[config.mk]
export PLATFORM = sky130hd
export DESIGN_NAME = tsp_serial_port
export DESIGN_NICKNAME = d
export VERILOG_FILES = /design/src/rtl/tsp_pkg.sv /design/src/rtl/tsp_pin_sync.sv /design/src/rtl/tsp_serial_port.sv
export SDC_FILE = /design/constraint.sdc
export NUM_CORES = 1
export LEC_CHECK = 0
export ABC_AREA = 1
export BUFFER_PORTS_ARGS = -buffer_cell sky130_fd_sc_hd__buf_2
export CAP_MARGIN = 20
export CORE_UTILIZATION = 40
export DETAILED_ROUTE_END_ITERATION = 12
export PLACE_DENSITY = 0.69
export SETUP_SLACK_MARGIN = 0.2
export SLEW_MARGIN = 10
export SYNTH_ARGS = -nofsm -noshare
export SYNTH_HDL_FRONTEND = slang
export SYNTH_SLANG_ARGS = --single-unit
[constraint.sdc]
create_clock -name clk_sys -period 1.9 [get_ports clk_sys]
set_input_delay 0.38 -clock clk_sys [delete_from_list [all_inputs] [get_ports clk_sys]]
set_output_delay 0.38 -clock clk_sys [all_outputs]
set_load 0.05 [all_outputs]
[src/rtl/tsp_pkg.sv]
// Package of constants shared by the synchronous serial port pin block.
package tsp_pkg;

	// ----------------------------------------------------------------
	// System clock and bit clock limits
	// ----------------------------------------------------------------
	localparam int unsigned CLK_HZ = 25_000_000; // Rate of clk_sys
	localparam int unsigned BCLK_MIN_HZ = 512_000; // Slowest legal bit clock
	localparam int unsigned BCLK_MAX_HZ = 8_192_000; // Fastest legal bit clock
	// Half-period counts; the fastest clock rounds up so it never exceeds the limit
	localparam int unsigned DIV_MIN = (CLK_HZ + 2 * BCLK_MAX_HZ - 1) / (2 * BCLK_MAX_HZ);
	// The slowest clock rounds down so it never drops below the limit
	localparam int unsigned DIV_MAX = CLK_HZ / (2 * BCLK_MIN_HZ);
	localparam int DIV_W = 5; // Width of the half-period field

	// ----------------------------------------------------------------
	// Register bus layout
	// ----------------------------------------------------------------
	localparam int ADDR_W = 8; // Byte address width
	localparam int DATA_W = 32; // Bus data width
	localparam int REG_LSB = 0; // Register select field position
	localparam int REG_W = 4; // Register select field width
	localparam int PORT_LSB = 4; // Port select field position
	localparam logic [REG_W-1:0] REG_CTRL = 4'h0; // Pin direction, edges, enable
	localparam logic [REG_W-1:0] REG_DIV = 4'h4; // Bit clock half-period
	localparam logic [REG_W-1:0] REG_TXDATA = 4'h8; // Transmit holding word
	localparam logic [REG_W-1:0] REG_STATUS = 4'hC; // Receive word and flags

	// ----------------------------------------------------------------
	// Control register fields (reset value: every pin an input)
	// ----------------------------------------------------------------
	localparam int CTRL_W = 7;
	localparam int CB_TXCLK_OUT = 0; // Drive the transmit bit clock
	localparam int CB_TXFS_OUT = 1; // Drive the transmit frame sync
	localparam int CB_RXCLK_OUT = 2; // Drive the receive bit clock
	localparam int CB_RXFS_OUT = 3; // Drive the receive frame sync
	localparam int CB_TX_RISE = 4; // Transmit launches on rising edge
	localparam int CB_RX_RISE = 5; // Receive samples on rising edge
	localparam int CB_ENABLE = 6; // Port enable
	localparam logic [CTRL_W-1:0] CTRL_RESET = 7'h00;
	localparam logic [DIV_W-1:0] DIV_RESET = DIV_W'(DIV_MAX);

	// ----------------------------------------------------------------
	// Status register fields
	// ----------------------------------------------------------------
	localparam int SB_RX_VALID = 8; // Received word waiting
	localparam int SB_TX_FULL = 9; // Transmit holding word not yet taken
	localparam int SB_RX_OVERRUN = 10; // Received word lost
	localparam int SB_TX_UNDERRUN = 11; // Frame began with nothing to send

	// ----------------------------------------------------------------
	// Pin indices inside the synchroniser group
	// ----------------------------------------------------------------
	localparam int PIN_N = 5;
	localparam int PI_TXCLK = 0;
	localparam int PI_TXFS = 1;
	localparam int PI_RXCLK = 2;
	localparam int PI_RXFS = 3;
	localparam int PI_RXDATA = 4;

endpackage

[src/rtl/tsp_pin_sync.sv]
// Three-stage input synchroniser with agreement filter for pin inputs.
`timescale 1ns/1ps

module tsp_pin_sync #(
	parameter int WIDTH = 5
) (
	input wire logic clk_sys,
	input wire logic reset,
	input wire logic clkEn,
	input wire logic [WIDTH-1:0] pinAsync,
	output logic [WIDTH-1:0] pinLevel
);

	// ----------------------------------------------------------------
	// Stages
	// ----------------------------------------------------------------
	logic [WIDTH-1:0] stage1_r; // Metastable stage, read only by stage2
	logic [WIDTH-1:0] stage2_r; // First settled stage
	logic [WIDTH-1:0] stage3_r; // Second settled stage
	logic [WIDTH-1:0] level_r; // Accepted level

	initial begin
		if (WIDTH < 1) begin
			$error("tsp_pin_sync: WIDTH must be at least 1");
		end
	end

	// Shift chain; a change counts only when stage2 and stage3 agree
	always_ff @(posedge clk_sys) begin
		if (reset) begin
			stage1_r <= '0;
			stage2_r <= '0;
			stage3_r <= '0;
			level_r <= '0;
		end else if (clkEn) begin
			stage1_r <= pinAsync;
			stage2_r <= stage1_r;
			stage3_r <= stage2_r;
			level_r <= (stage2_r & stage3_r) | (level_r & (stage2_r | stage3_r));
		end
	end

	assign pinLevel = level_r;

endmodule

[src/rtl/tsp_serial_port.sv]
// Two synchronous serial ports with selectable pin directions and edges.
`timescale 1ns/1ps


module tsp_serial_port
	import tsp_pkg::*;
#(
	parameter int NUM_PORTS = 2,
	parameter int WORD_W = 8
) (
	input wire logic clk_sys,
	input wire logic reset,
	input wire logic clkEn,
	input wire logic [tsp_pkg::ADDR_W-1:0] regAddr,
	input wire logic [tsp_pkg::DATA_W-1:0] regWrData,
	input wire logic regWrStb,
	input wire logic regRdStb,
	output logic [tsp_pkg::DATA_W-1:0] regRdData,
	input wire logic port0_tx_frame_sync_in,
	output logic port0_tx_frame_sync_out,
	output logic port0_tx_frame_sync_oe,
	output logic port0_tx_serial_data_out,
	output logic port0_tx_serial_data_oe,
	input wire logic port0_tx_bit_clock_in,
	output logic port0_tx_bit_clock_out,
	output logic port0_tx_bit_clock_oe,
	input wire logic port0_rx_frame_sync_in,
	output logic port0_rx_frame_sync_out,
	output logic port0_rx_frame_sync_oe,
	input wire logic port0_rx_serial_data,
	input wire logic port0_rx_bit_clock_in,
	output logic port0_rx_bit_clock_out,
	output logic port0_rx_bit_clock_oe,
	input wire logic port1_tx_frame_sync_in,
	output logic port1_tx_frame_sync_out,
	output logic port1_tx_frame_sync_oe,
	output logic port1_tx_serial_data_out,
	output logic port1_tx_serial_data_oe,
	input wire logic port1_tx_bit_clock_in,
	output logic port1_tx_bit_clock_out,
	output logic port1_tx_bit_clock_oe,
	input wire logic port1_rx_frame_sync_in,
	output logic port1_rx_frame_sync_out,
	output logic port1_rx_frame_sync_oe,
	input wire logic port1_rx_serial_data,
	input wire logic port1_rx_bit_clock_in,
	output logic port1_rx_bit_clock_out,
	output logic port1_rx_bit_clock_oe
);
	import tsp_pkg::*;

	localparam int CNT_W = $clog2(WORD_W + 1); // Bit counter width
	localparam logic [CNT_W-1:0] CNT_FULL = CNT_W'(WORD_W); // Word complete
	localparam logic [CNT_W-1:0] CNT_LAST = CNT_W'(WORD_W - 1); // Last bit index
	localparam logic [CNT_W-1:0] CNT_ONE = CNT_W'(1);

	// Elaboration checks: the pin list serves exactly two ports, status holds words of up to 8 bits
	initial begin
		if (NUM_PORTS != 2) begin
			$error("tsp_serial_port: pin list serves exactly two ports");
		end
		if (WORD_W < 2 || WORD_W > SB_RX_VALID) begin
			$error("tsp_serial_port: WORD_W must lie in 2..8");
		end
	end

	// ----------------------------------------------------------------
	// Pin packing
	// ----------------------------------------------------------------
	logic [PIN_N-1:0] pinRaw [NUM_PORTS]; // Raw pin inputs per port
	logic [PIN_N-1:0] pinSync [NUM_PORTS]; // Synchronised pin levels
	logic txFsOut_r [NUM_PORTS]; // Transmit frame sync drive level
	logic txDataOe_r [NUM_PORTS]; // Open-drain pull-down enable
	logic txClkInt_r [NUM_PORTS]; // Generated transmit bit clock
	logic rxFsOut_r [NUM_PORTS]; // Receive frame sync drive level
	logic rxClkInt_r [NUM_PORTS]; // Generated receive bit clock
	logic [CTRL_W-1:0] ctrl_r [NUM_PORTS]; // Control register
	logic [DIV_W-1:0] div_r [NUM_PORTS]; // Half-period register
	logic [WORD_W-1:0] txHold_r [NUM_PORTS]; // Transmit holding word
	logic [WORD_W-1:0] rxHold_r [NUM_PORTS]; // Last received word
	logic txFull_r [NUM_PORTS]; // Holding word waiting
	logic rxValid_r [NUM_PORTS]; // Received word waiting
	logic rxOverrun_r [NUM_PORTS]; // Word overwritten unread
	logic txUnderrun_r [NUM_PORTS]; // Idle frame sent
	logic dataLow_r; // Open-drain output level, always low

	assign pinRaw[0] = {port0_rx_serial_data, port0_rx_frame_sync_in, port0_rx_bit_clock_in,
		port0_tx_frame_sync_in, port0_tx_bit_clock_in};
	assign pinRaw[1] = {port1_rx_serial_data, port1_rx_frame_sync_in, port1_rx_bit_clock_in,
		port1_tx_frame_sync_in, port1_tx_bit_clock_in};

	// Pins leave straight from flip-flops; clock and sync enables come from the control register, data enable from txDataOe_r
	assign port0_tx_frame_sync_out = txFsOut_r[0];
	assign port0_tx_frame_sync_oe = ctrl_r[0][CB_TXFS_OUT];
	assign port0_tx_serial_data_out = dataLow_r;
	assign port0_tx_serial_data_oe = txDataOe_r[0];
	assign port0_tx_bit_clock_out = txClkInt_r[0];
	assign port0_tx_bit_clock_oe = ctrl_r[0][CB_TXCLK_OUT];
	assign port0_rx_frame_sync_out = rxFsOut_r[0];
	assign port0_rx_frame_sync_oe = ctrl_r[0][CB_RXFS_OUT];
	assign port0_rx_bit_clock_out = rxClkInt_r[0];
	assign port0_rx_bit_clock_oe = ctrl_r[0][CB_RXCLK_OUT];
	assign port1_tx_frame_sync_out = txFsOut_r[1];
	assign port1_tx_frame_sync_oe = ctrl_r[1][CB_TXFS_OUT];
	assign port1_tx_serial_data_out = dataLow_r;
	assign port1_tx_serial_data_oe = txDataOe_r[1];
	assign port1_tx_bit_clock_out = txClkInt_r[1];
	assign port1_tx_bit_clock_oe = ctrl_r[1][CB_TXCLK_OUT];
	assign port1_rx_frame_sync_out = rxFsOut_r[1];
	assign port1_rx_frame_sync_oe = ctrl_r[1][CB_RXFS_OUT];
	assign port1_rx_bit_clock_out = rxClkInt_r[1];
	assign port1_rx_bit_clock_oe = ctrl_r[1][CB_RXCLK_OUT];

	// Open-drain data only ever pulls low, so its level flop is held at zero
	always_ff @(posedge clk_sys) begin
		dataLow_r <= 1'b0;
	end

	// ----------------------------------------------------------------
	// Register bus decode
	// ----------------------------------------------------------------
	wire logic [REG_W-1:0] regSel = regAddr[REG_LSB +: REG_W];
	wire logic [ADDR_W-PORT_LSB-1:0] portSel = regAddr[ADDR_W-1:PORT_LSB];
	wire logic portOk = portSel < (ADDR_W - PORT_LSB)'(NUM_PORTS);
	wire logic pIdx = portSel[0];
	wire logic [DATA_W-1:0] statusWord = DATA_W'({txUnderrun_r[pIdx], rxOverrun_r[pIdx],
		txFull_r[pIdx], rxValid_r[pIdx], SB_RX_VALID'(rxHold_r[pIdx])});
	wire logic [DATA_W-1:0] rdNxt =
		!portOk ? '0 :
		(regSel == REG_CTRL) ? DATA_W'(ctrl_r[pIdx]) :
		(regSel == REG_DIV) ? DATA_W'(div_r[pIdx]) :
		(regSel == REG_TXDATA) ? DATA_W'(txHold_r[pIdx]) :
		(regSel == REG_STATUS) ? statusWord : '0;
	logic [DATA_W-1:0] rdData_r; // Read answer, valid only the cycle after the strobe

	// Read data: one cycle late, zero outside that cycle and for holes in the map
	always_ff @(posedge clk_sys) begin
		if (reset) begin
			rdData_r <= '0;
		end else if (clkEn) begin
			rdData_r <= regRdStb ? rdNxt : '0;
		end
	end
	assign regRdData = rdData_r;

	// ----------------------------------------------------------------
	// Input synchroniser for all pins of both ports
	// ----------------------------------------------------------------
	tsp_pin_sync #(
		.WIDTH(PIN_N * NUM_PORTS)
	) pinSyncInst (
		.clk_sys(clk_sys),
		.reset(reset),
		.clkEn(clkEn),
		.pinAsync({pinRaw[1], pinRaw[0]}),
		.pinLevel({pinSync[1], pinSync[0]})
	);

	// ----------------------------------------------------------------
	// Per-port logic
	// ----------------------------------------------------------------
	for (genvar p = 0; p < NUM_PORTS; p++) begin : gPort
		wire logic hit = portOk && (pIdx == 1'(p));
		wire logic wrCtrl = regWrStb && hit && (regSel == REG_CTRL);
		wire logic wrDiv = regWrStb && hit && (regSel == REG_DIV);
		wire logic wrTx = regWrStb && hit && (regSel == REG_TXDATA);
		wire logic rdStat = regRdStb && hit && (regSel == REG_STATUS);
		wire logic en = ctrl_r[p][CB_ENABLE];
		// Half-period written by software is held inside the legal bit clock range
		wire logic [DIV_W-1:0] divWr = regWrData[DIV_W-1:0];
		wire logic [DIV_W-1:0] divClamp =
			(divWr < DIV_W'(DIV_MIN)) ? DIV_W'(DIV_MIN) :
			(divWr > DIV_W'(DIV_MAX)) ? DIV_W'(DIV_MAX) : divWr;
		logic [DIV_W-1:0] txDivCnt_r; // Transmit divider count
		logic [DIV_W-1:0] rxDivCnt_r; // Receive divider count
		logic txClkPrev_r; // Previous transmit clock level
		logic rxClkPrev_r; // Previous receive clock level
		logic [CNT_W-1:0] txCnt_r; // Transmit bit index
		logic [CNT_W-1:0] rxCnt_r; // Received bit count, zero or CNT_FULL when idle
		logic [WORD_W-1:0] txShift_r; // Transmit shifter
		logic [WORD_W-1:0] rxShift_r; // Receive shifter

		// Control and divider registers; reset leaves every pin an input
		always_ff @(posedge clk_sys) begin
			if (reset) begin
				ctrl_r[p] <= CTRL_RESET;
				div_r[p] <= DIV_RESET;
			end else if (clkEn) begin
				if (wrCtrl) begin
					ctrl_r[p] <= regWrData[CTRL_W-1:0];
				end
				if (wrDiv) begin
					div_r[p] <= divClamp;
				end
			end
		end

		// Internal bit clocks: toggle once per half-period, held low while the port is disabled
		always_ff @(posedge clk_sys) begin
			if (reset) begin
				txDivCnt_r <= '0;
				rxDivCnt_r <= '0;
				txClkInt_r[p] <= 1'b0;
				rxClkInt_r[p] <= 1'b0;
			end else if (clkEn) begin
				txDivCnt_r <= (txDivCnt_r == '0) ? div_r[p] - DIV_W'(1) : txDivCnt_r - DIV_W'(1);
				rxDivCnt_r <= (rxDivCnt_r == '0) ? div_r[p] - DIV_W'(1) : rxDivCnt_r - DIV_W'(1);
				if (!en) begin
					txClkInt_r[p] <= 1'b0;
				end else if (txDivCnt_r == '0) begin
					txClkInt_r[p] <= ~txClkInt_r[p];
				end
				if (!en) begin
					rxClkInt_r[p] <= 1'b0;
				end else if (rxDivCnt_r == '0) begin
					rxClkInt_r[p] <= ~rxClkInt_r[p];
				end
			end
		end

		// Clock selection: own divider when driving the pin, else the synchronised pin
		wire logic txClk = ctrl_r[p][CB_TXCLK_OUT] ? txClkInt_r[p] : pinSync[p][PI_TXCLK];
		wire logic rxClk = ctrl_r[p][CB_RXCLK_OUT] ? rxClkInt_r[p] : pinSync[p][PI_RXCLK];
		wire logic txRise = txClk & ~txClkPrev_r;
		wire logic txFall = ~txClk & txClkPrev_r;
		wire logic rxRise = rxClk & ~rxClkPrev_r;
		wire logic rxFall = ~rxClk & rxClkPrev_r;
		wire logic txLaunch = en && (ctrl_r[p][CB_TX_RISE] ? txRise : txFall);
		wire logic rxSample = en && (ctrl_r[p][CB_RX_RISE] ? rxRise : rxFall);
		wire logic rxOther = en && (ctrl_r[p][CB_RX_RISE] ? rxFall : rxRise);
		// Frame start: own counter when driving sync, else the partner's marker
		wire logic txStart = ctrl_r[p][CB_TXFS_OUT] ? (txCnt_r == CNT_LAST)
			: pinSync[p][PI_TXFS];
		wire logic rxStart = ctrl_r[p][CB_RXFS_OUT] ? (rxCnt_r == '0 || rxCnt_r == CNT_FULL)
			: pinSync[p][PI_RXFS];
		wire logic [WORD_W-1:0] txLoad = txFull_r[p] ? txHold_r[p] : '1;
		wire logic [WORD_W-1:0] txShiftNxt = txStart ? txLoad : {txShift_r[WORD_W-2:0], 1'b1};
		wire logic [WORD_W-1:0] rxShiftNxt = {rxShift_r[WORD_W-2:0], pinSync[p][PI_RXDATA]};
		wire logic rxMore = rxCnt_r != '0 && rxCnt_r != CNT_FULL;
		wire logic [CNT_W-1:0] rxCntNxt = rxStart ? CNT_ONE : rxCnt_r + CNT_ONE;
		wire logic rxDone = rxSample && (rxStart || rxMore) && rxCntNxt == CNT_FULL;
		wire logic txTake = txLaunch && txStart && txFull_r[p];
		wire logic txIdle = txLaunch && txStart && !txFull_r[p];

		// Edge history of the chosen clocks
		always_ff @(posedge clk_sys) begin
			if (reset) begin
				txClkPrev_r <= 1'b0;
				rxClkPrev_r <= 1'b0;
			end else if (clkEn) begin
				txClkPrev_r <= txClk;
				rxClkPrev_r <= rxClk;
			end
		end

		// Transmit: sync and data change together on the launch edge
		always_ff @(posedge clk_sys) begin
			if (reset) begin
				txCnt_r <= CNT_LAST;
				txShift_r <= '1;
				txFsOut_r[p] <= 1'b0;
				txDataOe_r[p] <= 1'b0;
			end else if (clkEn) begin
				if (!en) begin
					txCnt_r <= CNT_LAST;
					txShift_r <= '1;
					txFsOut_r[p] <= 1'b0;
					txDataOe_r[p] <= 1'b0;
				end else if (txLaunch) begin
					txCnt_r <= txStart ? '0 : ((txCnt_r == CNT_LAST) ? CNT_LAST : txCnt_r + CNT_ONE);
					txShift_r <= txShiftNxt;
					txFsOut_r[p] <= txStart && ctrl_r[p][CB_TXFS_OUT];
					// Pull low for a zero, release for a one
					txDataOe_r[p] <= ~txShiftNxt[WORD_W-1];
				end
			end
		end

		// Receive: shift on the sample edge, drive own sync on the other edge
		always_ff @(posedge clk_sys) begin
			if (reset) begin
				rxCnt_r <= '0;
				rxShift_r <= '0;
				rxFsOut_r[p] <= 1'b0;
			end else if (clkEn) begin
				if (!en) begin
					rxCnt_r <= '0;
					rxFsOut_r[p] <= 1'b0;
				end else begin
					if (rxSample && (rxStart || rxMore)) begin
						rxCnt_r <= rxCntNxt;
						rxShift_r <= rxShiftNxt;
					end
					if (rxOther) begin
						rxFsOut_r[p] <= ctrl_r[p][CB_RXFS_OUT] &&
							(rxCnt_r == '0 || rxCnt_r == CNT_FULL);
					end
				end
			end
		end

		// Data words and sticky flags; a hardware set wins over a clearing read, except rxOverrun_r, which a read always clears
		always_ff @(posedge clk_sys) begin
			if (reset) begin
				txHold_r[p] <= '0;
				rxHold_r[p] <= '0;
				txFull_r[p] <= 1'b0;
				rxValid_r[p] <= 1'b0;
				rxOverrun_r[p] <= 1'b0;
				txUnderrun_r[p] <= 1'b0;
			end else if (clkEn) begin
				if (wrTx) begin
					txHold_r[p] <= regWrData[WORD_W-1:0];
				end
				// A write in the same cycle as a take refills the holding word
				txFull_r[p] <= wrTx || (txFull_r[p] && !txTake);
				if (rxDone) begin
					rxHold_r[p] <= rxShiftNxt;
				end
				rxValid_r[p] <= rxDone || (rxValid_r[p] && !rdStat);
				rxOverrun_r[p] <= (rxDone && rxValid_r[p] && !rdStat) ||
					(rxOverrun_r[p] && !rdStat);
				txUnderrun_r[p] <= txIdle || (txUnderrun_r[p] && !rdStat);
			end
		end
	end

endmodule

; After elaboration in Yosys (flattened, before gate mapping)
; Memories as Yosys holds them, arrays and structs flattened.
; Index checks and enable logic that the tools add are counted.
[op_classes]
eq_ne = 15
order_cmp = 3
reduce_logical = 81
add_sub_neg = 10
muxes = 169
n_bitwise = 63
[op_table]
columns = op, n
row1 = 1-bit two-way mux, 127
row2 = 12-bit two-way mux, 6
row3 = 8-bit two-way mux, 8
row4 = 4-bit two-way mux, 14
row5 = 1-bit logical AND, 48
row6 = 7-bit two-way mux, 6
row7 = 5-bit two-way mux, 8
row8 = 1-bit bitwise OR, 36
row9 = "5-bit by 1-bit subtractor with 5-bit output, second input constant", 6
row10 = "4-bit == test, second input constant", 6
row11 = 10-bit bitwise AND, 2
row12 = 5-bit zero test, 4
row13 = 10-bit bitwise OR, 2
row14 = "4-bit by 1-bit adder with 4-bit output, second input constant", 4
row15 = 1-bit inverter, 15
row16 = "4-bit by 3-bit == test with 1-bit output, second input constant", 3
row17 = 4-bit zero test, 3
row18 = 1-bit logical OR, 12
row19 = 1-bit bitwise AND, 8
row20 = "2-bit by 1-bit != test with 1-bit output, second input constant", 4
row21 = "4-bit != test, second input constant", 2
row22 = 2-bit AND reduction, 4
row23 = 4-bit nonzero test, 2
row24 = 1-bit zero test, 6
row25 = other kinds (4), 5
[totals]
wordCells = 375
mem_bits_rw = 74
n_memories = 13
reg_bits = 140
[mem_list]
columns = name, words, width, rd, rd_clocked_by_memory_dff, wr, line
row1 = rxHold_r, 2, 8, 1, 0, 2, tsp_serial_port.sv:80  ; logic [WORD_W-1:0] rxHold_r [NUM_PORTS];
row2 = txHold_r, 2, 8, 3, 0, 2, tsp_serial_port.sv:79  ; logic [WORD_W-1:0] txHold_r [NUM_PORTS];
row3 = ctrl_r, 2, 7, 3, 0, 2, tsp_serial_port.sv:77  ; logic [CTRL_W-1:0] ctrl_r [NUM_PORTS];
row4 = div_r, 2, 5, 3, 0, 2, tsp_serial_port.sv:78  ; logic [DIV_W-1:0] div_r [NUM_PORTS];
row5 = rxClkInt_r, 2, 1, 2, 0, 2, tsp_serial_port.sv:76  ; logic rxClkInt_r [NUM_PORTS];
row6 = rxFsOut_r, 2, 1, 2, 0, 2, tsp_serial_port.sv:75  ; logic rxFsOut_r [NUM_PORTS];
row7 = 7 more memories, n/a, n/a, n/a, n/a, n/a, n/a

; Longest topological paths before layout
; Gate-level depths: netlist (run 1).
; An unclocked memory read counts as a cell.
[depth]
depth_word = 13
ltp_mapped = 12
mapped_depth_nobuf = 11

; Hierarchy
; Synthesis (run 1) repeated with hierarchy kept, for this count alone.
[unflattened]
hier_cells = 1242
area_unflattened_um2 = 9710.6
[by_module_without_submodules]
columns = module, cells_each, area_each_um2, n_inst, seq_area_each_um2
row1 = tsp_serial_port, 1019, 8079.0, 1, 3823.7
row2 = tsp_pin_sync, 223, 1631.6, 1, 800.8

; Least setup slack after synthesis (run 1)
; Ideal clock, no wire load.
[synth_path]
path_kind = flip-flop to flip-flop
from = memory ctrl_r[1][2]
to = memory rxHold_r[1][0], enable pin
setup_slack_ns = -0.089
arrival_time_ns = 1.660
period_less_slack_ns = 1.989
setup_time_ns = 0.329
t_required_ns = 1.571
path_stages_with_launch = 9
n_path_buf = 0
cell_sequence = edfxtp_1 > inv_1 > nand2_1 > nand3_1 > nand2_1 > nand2_2 > nor3_4 > nand2_1 > nand2_1
[synth_lines]
columns = element, line
row1 = start: declaration, tsp_serial_port.sv:77
row2 = end: declaration, tsp_serial_port.sv:80

==> results.txt, run 1 <==
largest net degree at the start of global routing - 36
clk slew on worst S/H paths - 0.07 ns
initial antenna violation count - 0
# IOs - 107
top cell type's share of synthesized area - 25.8%
synthesis-to-finish area growth - 18.2%
worst vdd ir - 511 uV
Cells after Synth - 1165
# rows - 55
sequential share of power - 45.6%
CTS root buffer - clkbuf_16
RSZ-0062 raised after global routing - yes
Final Setup Violations - 0
PwrDens - 959 nW/um^2
Psw - 3.20 mW
most frequent cells in the layout - 250 x nand2_1, 140 x nor2_1, 129 x inv_1, 115 x dfxtp_1, 89 x o21ai_0
per-cell routed wire length - 15.6 um
Worst EP arrival - 1.31 ns
first-pass GRT wire length - 37.9 mm
Final min period - 1.69 ns
Tot Pwr - 10.6 mW
sequential element share of the synthesized area - 49.7%
CTS tree - built
post-synthesis register bit count - 194
Sink Count - 194
gr usage total - 20.6%
Nets - 1337
highest clock rate - 592 MHz
DPL Wire Length - 17.6 mm
DRC viols - 0
Clk network pwr share - 35.1%
setup ws final - 0.211 ns
proportion of power drawn by combinational gates - 19.3%
Die ar. - 23900 um^2
Post-synth EDFFs - 74
switching share of power - 30.3%
setup tns final - 0 ns
H-tree lvl count - 4
grt ovf - 0
status - complete, no violations
synthesized area - 9310 um^2
Startpoint Class - flip-flop
Final period util - 88.9%
worst hold path type - in2reg
CP Class - reg2out
DRT iter0 DRCs - 825
cell taking the most area after synthesis - dfxtp_1
syn_area_per_cell - 7.99 um^2
die width - 155 um
Worst setup EP type - primary output
fraction of registers with async set/reset - 0%
1st-pass router iterations - 7
layout cell share with drive strength beyond 1 - 17.3%
Core Area - 22700 um^2
CTS buffer count - 17
vias - 8002
CTS Buffer Depth - 2
CP max FO - 4
Die Span Y - 155 um
internal power - 7.36 mW
critical path required time - 1.52 ns
DP Worst Slack - -0.0414 ns
Static Leak - 4.67 nW
gpl congestion - 0.871
most common cell after layout, fill and taps aside - nand2_1
clk_lat worst skew - 0.44 ns
port bufs - 60
drt via density - 5.11
Synth warnings - 0
Final Hold Vio Count - 0
top post-synthesis cells by area - dfxtp_1 26%, edfxtp_1 24%, nand2_1 10%, nor2_1 5.9%, o21ai_0 5.6%
clock skew - 0.0148 ns
max cap viols - 0
fillers - 2194
n_diodes - 0
Initial Utilization - 41.0%
Slew Limit Fails - 0
Yosys cell types - 44
number of global-route vias before repair - 7308
Final ANT Viol Nets - 0
Total Wirelength - 24.4 mm
predominant post-synthesis flop cell - dfxtp_1
kinds of logic (layout without fill, tap and decap cells):
| kind of cell | after synthesis | after routing | synth area share [%] |
|---|---|---|---|
| simple gates | 531 | 531 | 24.9 |
| compound gates | 210 | 210 | 12.5 |
| fa+ha+maj | 14 | 14 | 1.88 |
| buf+inv | 198 | 293 | 9.42 |
| flops | 194 | 194 | 49.7 |
| mux | 2 | 2 | 0.215 |
| xor+xnor | 15 | 15 | 1.41 |
| other cells | 1 | 22 | 0.0403 |
worst max-delay path: stages (launching register included):
cell and delay, ns:
edfxtp_1 0.48, buf_4 0.19, buf_2 0.20
final timing paths:
check	startpoint	end	slack, ns	cells past startpoint
hold / removal	port0_tx_frame_sync_in	pinSyncInst.stage1_r[1]$_SDFFE_PP0P_	0.14	3
setup reg to reg	gPort[0].rxCnt_r[0]$_SDFFE_PP0P_	rxHold_r[0][4]$_SDFFCE_PN0P_	0.22	10
hold reg to reg	regRdData[8]$_SDFFE_PP0P_	regRdData[8]$_SDFFE_PP0P_	0.45	2
setup / recovery	rxClkInt_r[1]$_SDFFCE_PN0P_	port1_rx_bit_clock_out	0.21	2
state kept, by name (all words and copies together), names as in the netlist, 8 cells and up:
name                  count
gPort.rxShift_r          14
gPort.rxDivCnt_r         10
pinSyncInst.stage1_r     10
ctrl_r                   14
pinSyncInst.stage2_r     10
pinSyncInst.pinLevel     10
gPort.txCnt_r             8
regRdData                12
div_r                    10
gPort.txDivCnt_r         10
rxHold_r                 16
txHold_r                 16
pinSyncInst.stage3_r     10
gPort.rxCnt_r             8
gPort.txShift_r          14
through the flow:
| step | util (%) | area [um^2] | hold slack [ns] | instances |
|---|---|---|---|---|
| CTS | 47.4 | 10800 | 0.126 | 1550 |
| detailed placement | 44.5 | 10100 | 0.436 | 1517 |
| global route | 48.5 | 11000 | 0.144 | 1566 |
| floorplan | - | 9430 | 0.428 | 1186 |
| finish | 48.5 | 11000 | 0.137 | 1566 |
| global placement | 44.5 | 10100 | 0.437 | 1517 |
synthesized netlist by cell type (2+ instances only):
cell type,number
buf_1,2
o221ai_1,6
nand3_1,75
o21bai_1,5
nor3_1,9
o21ai_1,10
nor2_2,3
nor4_1,2
mux2i_1,2
clkinv_1,2
a21oi_1,49
xor2_1,12
inv_2,5
and2_1,2
o31ai_1,3
ha_1,14
inv_1,132
nand2_2,9
nor2_4,7
edfxtp_1,74
o211ai_1,20
nand2_1,258
buf_6,3
nor2_1,147
clkbuf_1,18
nand4_1,7
o21ai_0,105
o22ai_1,8
buf_2,10
xnor2_1,3
a211oi_1,2
nor3_4,3
nor3_2,2
nand3b_1,2
dfxtp_1,120
buf_4,25
nand3_2,2
final cells by class:
cell class,count,area (um^2),area share [%]
sequential,194,4630,42.1
tap,285,357,3.24
multi-input combinational,794,4060,36.9
inverter,140,531,4.82
clock buffer,23,479,4.35
clock inverter,9,116,1.06
timing repair buffer,121,825,7.49
layer usage:
metal | track usage (%) | vias to the layer above | wire length, um
met1 | 27.3 | 3720 | 10600
li1 | - | 3977 | -
met4 | 7.02 | 0 | 449
met5 | 0 | - | 0
met2 | 34.3 | 275 | 11700
met3 | 3.17 | 30 | 1560
power groups by stage:
stage               combinational (mW)  clock (mW)  sequential (mW)
detailed placement                1.93           0             4.90
global placement                  1.90           0             4.90
global route                      2.26        3.90             4.85
CTS                               1.96        3.74             4.81
floorplan                         1.36           0             4.95
finish                            2.03        3.71             4.81
timing repair:
| action | CTS | global route |
|---|---|---|
| pin swaps | 5 | 11 |
| setup buffers | 1 | 16 |
| setup endpoints to repair | 40 | 88 |
| hold buffers | 0 | 0 |
| gates resized for setup | 12 | 30 |
| gates cloned | 0 | 0 |
(Power assumes the default switching activity.)
==> inputs of run 2 (changes only) <==
Settings changed: PLACE_DENSITY 0.69 to default, SETUP_SLACK_MARGIN 0.2 to default.
==> run 2 against run 1 <==
  * Combinational power decreased by 3%
  * First-iteration DRC count down 25%
  * Non-clock buffer count down 12
  * Setup slack lost 0.069 ns
  * Critical path type is now reg2reg
  * Critical endpoint is now rxHold_r[1][0]$_SDFFCE_PN0P_
  * Largest power group unchanged
  * Highest routed layer unchanged
==> results.txt, run 2 (synthesized netlist as in run 1, its figures left out) <==
CTS buffer count - 17 (unchanged)
Final Hold Vio Count - 0 (unchanged)
max incr delay on CP - 0.38 ns (was 0.48 ns)
Die Span Y - 155 um (unchanged)
PwrDens - 990 nW/um^2 (was 959 nW/um^2)
worst r2r path cells - 9 (was 10)
Tot Pwr - 10.7 mW (was 10.6 mW)
critical path required time - 2.05 ns (was 1.52 ns)
DRC viols - 0 (unchanged)
initial antenna violation count - 0 (unchanged)
status - complete, no violations (unchanged)
Worst EP arrival - 1.91 ns (was 1.31 ns)
port bufs - 60 (unchanged)
CP Buf/Inv Count - 1 (was 2)
slowest stage cell, crit path - dfxtp_1 (was edfxtp_1)
minimum hold slack - 0.133 ns (was 0.137 ns)
Slew Limit Fails - 0 (unchanged)
hold path depth - 3 (unchanged)
CTS Buffer Depth - 2 (unchanged)
CP max FO - 8 (was 4)
gr usage total - 21.1% (was 20.6%)
highest clock rate - 569 MHz (was 592 MHz)
Final Setup Violations - 0 (unchanged)
most common cell after layout, fill and taps aside - nand2_1 (unchanged)
worst vdd ir - 496 uV (was 511 uV)
Total Wirelength - 24.3 mm (was 24.4 mm)
most frequent cells in the layout - 256 x nand2_1, 146 x nor2_1, 131 x inv_1, 118 x dfxtp_1, 105 x o21ai_0 (was 250 x nand2_1, 140 x nor2_1, 129 x inv_1, 115 x dfxtp_1, 89 x o21ai_0)
Core Area - 22700 um^2 (unchanged)
# rows - 55 (unchanged)
first-pass GRT wire length - 38.3 mm (was 37.9 mm)
# IOs - 107 (unchanged)
synthesis-to-finish area growth - 16.0% (was 18.2%)
CTS root buffer - clkbuf_16 (unchanged)
top flop regs - rxHold_r x16, txHold_r x16 (unchanged)
crit-path cells - inv_1 -> ha_1 -> nand3_1 -> o21ai_2 -> nor2_1 -> nand2_1 -> nor2_4 -> nand2_1 -> nand2_4 (was buf_4 -> buf_2)
CP Class - reg2reg (was reg2out)
vias - 7778 (was 8002)
n_diodes - 0 (unchanged)
Worst R2R End - rxHold_r[1][0]$_SDFFCE_PN0P_ (was rxHold_r[0][4]$_SDFFCE_PN0P_)
Sink Count - 194 (unchanged)
H-tree lvl count - 4 (unchanged)
die width - 155 um (unchanged)
reg2reg start - gPort[1].rxCnt_r[0]$_SDFFE_PP0P_ (was gPort[0].rxCnt_r[0]$_SDFFE_PP0P_)
setup tns final - 0 ns (unchanged)
setup ws final - 0.142 ns (was 0.211 ns)
Worst setup EP type - flip-flop (was primary output)
Final min period - 1.76 ns (was 1.69 ns)
Nets - 1325 (was 1337)
RSZ-0062 raised after global routing - no (was yes)
fillers - 2214 (was 2194)
gpl congestion - 0.858 (was 0.871)
largest net degree at the start of global routing - 33 (was 36)
Initial Utilization - 41.0% (unchanged)
clk_lat worst skew - 0.44 ns (about the same)
number of global-route vias before repair - 7272 (was 7308)
Final ANT Viol Nets - 0 (unchanged)
max cap viols - 0 (unchanged)
DRT iter0 DRCs - 617 (was 825)
Hold EP - pinSyncInst.stage1_r[7]$_SDFFE_PP0P_ (was pinSyncInst.stage1_r[1]$_SDFFE_PP0P_)
worst hold path type - in2reg (unchanged)
delay-heaviest family, CP - simple AND/OR/NAND/NOR gates (was flip-flops)
postcts setup bufs - 0 (was 1)
Die ar. - 23900 um^2 (unchanged)
Final period util - 92.5% (was 88.9%)
R2R Setup Slk - 0.14 ns (was 0.22 ns)
DPL Wire Length - 18.1 mm (was 17.6 mm)
post-route cell area - 10800 um^2 (was 11000 um^2)
Startpoint Class - flip-flop (unchanged)
per-cell routed wire length - 15.6 um (about the same)
grt ovf - 0 (unchanged)
DP Worst Slack - -0.0625 ns (was -0.0414 ns)
Top cell by count, worst path - nand2_1
CTS tree - built (unchanged)
clock skew - 0.0115 ns (was 0.0148 ns)
1st-pass router iterations - 5 (was 7)
Static Leak - 4.59 nW (was 4.67 nW)
layout cell share with drive strength beyond 1 - 14.7% (was 17.3%)
drt via density - 5.01 (was 5.11)
min-delay src - port1_rx_bit_clock_in (was port0_tx_frame_sync_in)
clk slew on worst S/H paths - 0.08 ns (was 0.07 ns)
Post-DP Area - 10100 um^2 (about the same)
-- run 2: worst max-delay path by stage --
stage	startpoint	end	cells after the start
after global routing	gPort[0].rxCnt_r[0]$_SDFFE_PP0P_	rxHold_r[0][0]$_SDFFCE_PN0P_	10
after CTS	gPort[1].rxCnt_r[0]$_SDFFE_PP0P_	rxHold_r[1][0]$_SDFFCE_PN0P_	9
after detailed placement	regAddr[7]	txHold_r[1][1]$_SDFFCE_PN0P_	7
final	gPort[1].rxCnt_r[0]$_SDFFE_PP0P_	rxHold_r[1][0]$_SDFFCE_PN0P_	9
after floorplan	ctrl_r[0][2]$_SDFFCE_PN0P_	rxHold_r[0][0]$_SDFFCE_PN0P_	8
after global placement	regAddr[7]	txHold_r[1][2]$_SDFFCE_PN0P_	7
-- run 2: cell type report --
class	instances	area [um^2]	area share [%]
sequential	194	4630	42.8
clock inverter	10	126	1.17
inverter	140	531	4.91
clock buffer	22	539	4.99
timing repair buffer	109	693	6.42
tap	285	357	3.30
multi-input combinational	794	3930	36.4
-- run 2: layer usage --
metal	wire, um	global-route usage (%)	up-vias
met2	11200	34.4	205
met5	0	0	-
met1	11400	28.4	3576
met4	470	7.21	0
met3	1210	3.33	30
li1	-	-	3967
-- run 2: timing repair --
action / CTS / global route
hold endpoints to repair: 0 / 0
setup endpoints to repair: 0 / 41
hold buffers: 0 / 0
gates resized for setup: 0 / 7
-- run 2: tightest hold or removal path, delay by kind of cell --
kind	cells	cell delay, ns
buf+inv	1	0.07
compound gates	1	0.05
simple gates	1	0.04
-- run 2: through the flow --
step                      std cells  util [%]
after floorplan                1186         -
after global placement         1522      44.5
after detailed placement       1522      44.5
after CTS                      1554      47.5
after global routing           1554      47.6
final                          1554      47.6
-- run 2: power by group --
part | internal, mW | switching (mW) | total, mW | leakage, nW
registers | 4.61 | 0.204 | 4.82 | 1.72
clock network | 2.21 | 1.71 | 3.92 | 0.327
logic | 0.618 | 1.34 | 1.96 | 2.54
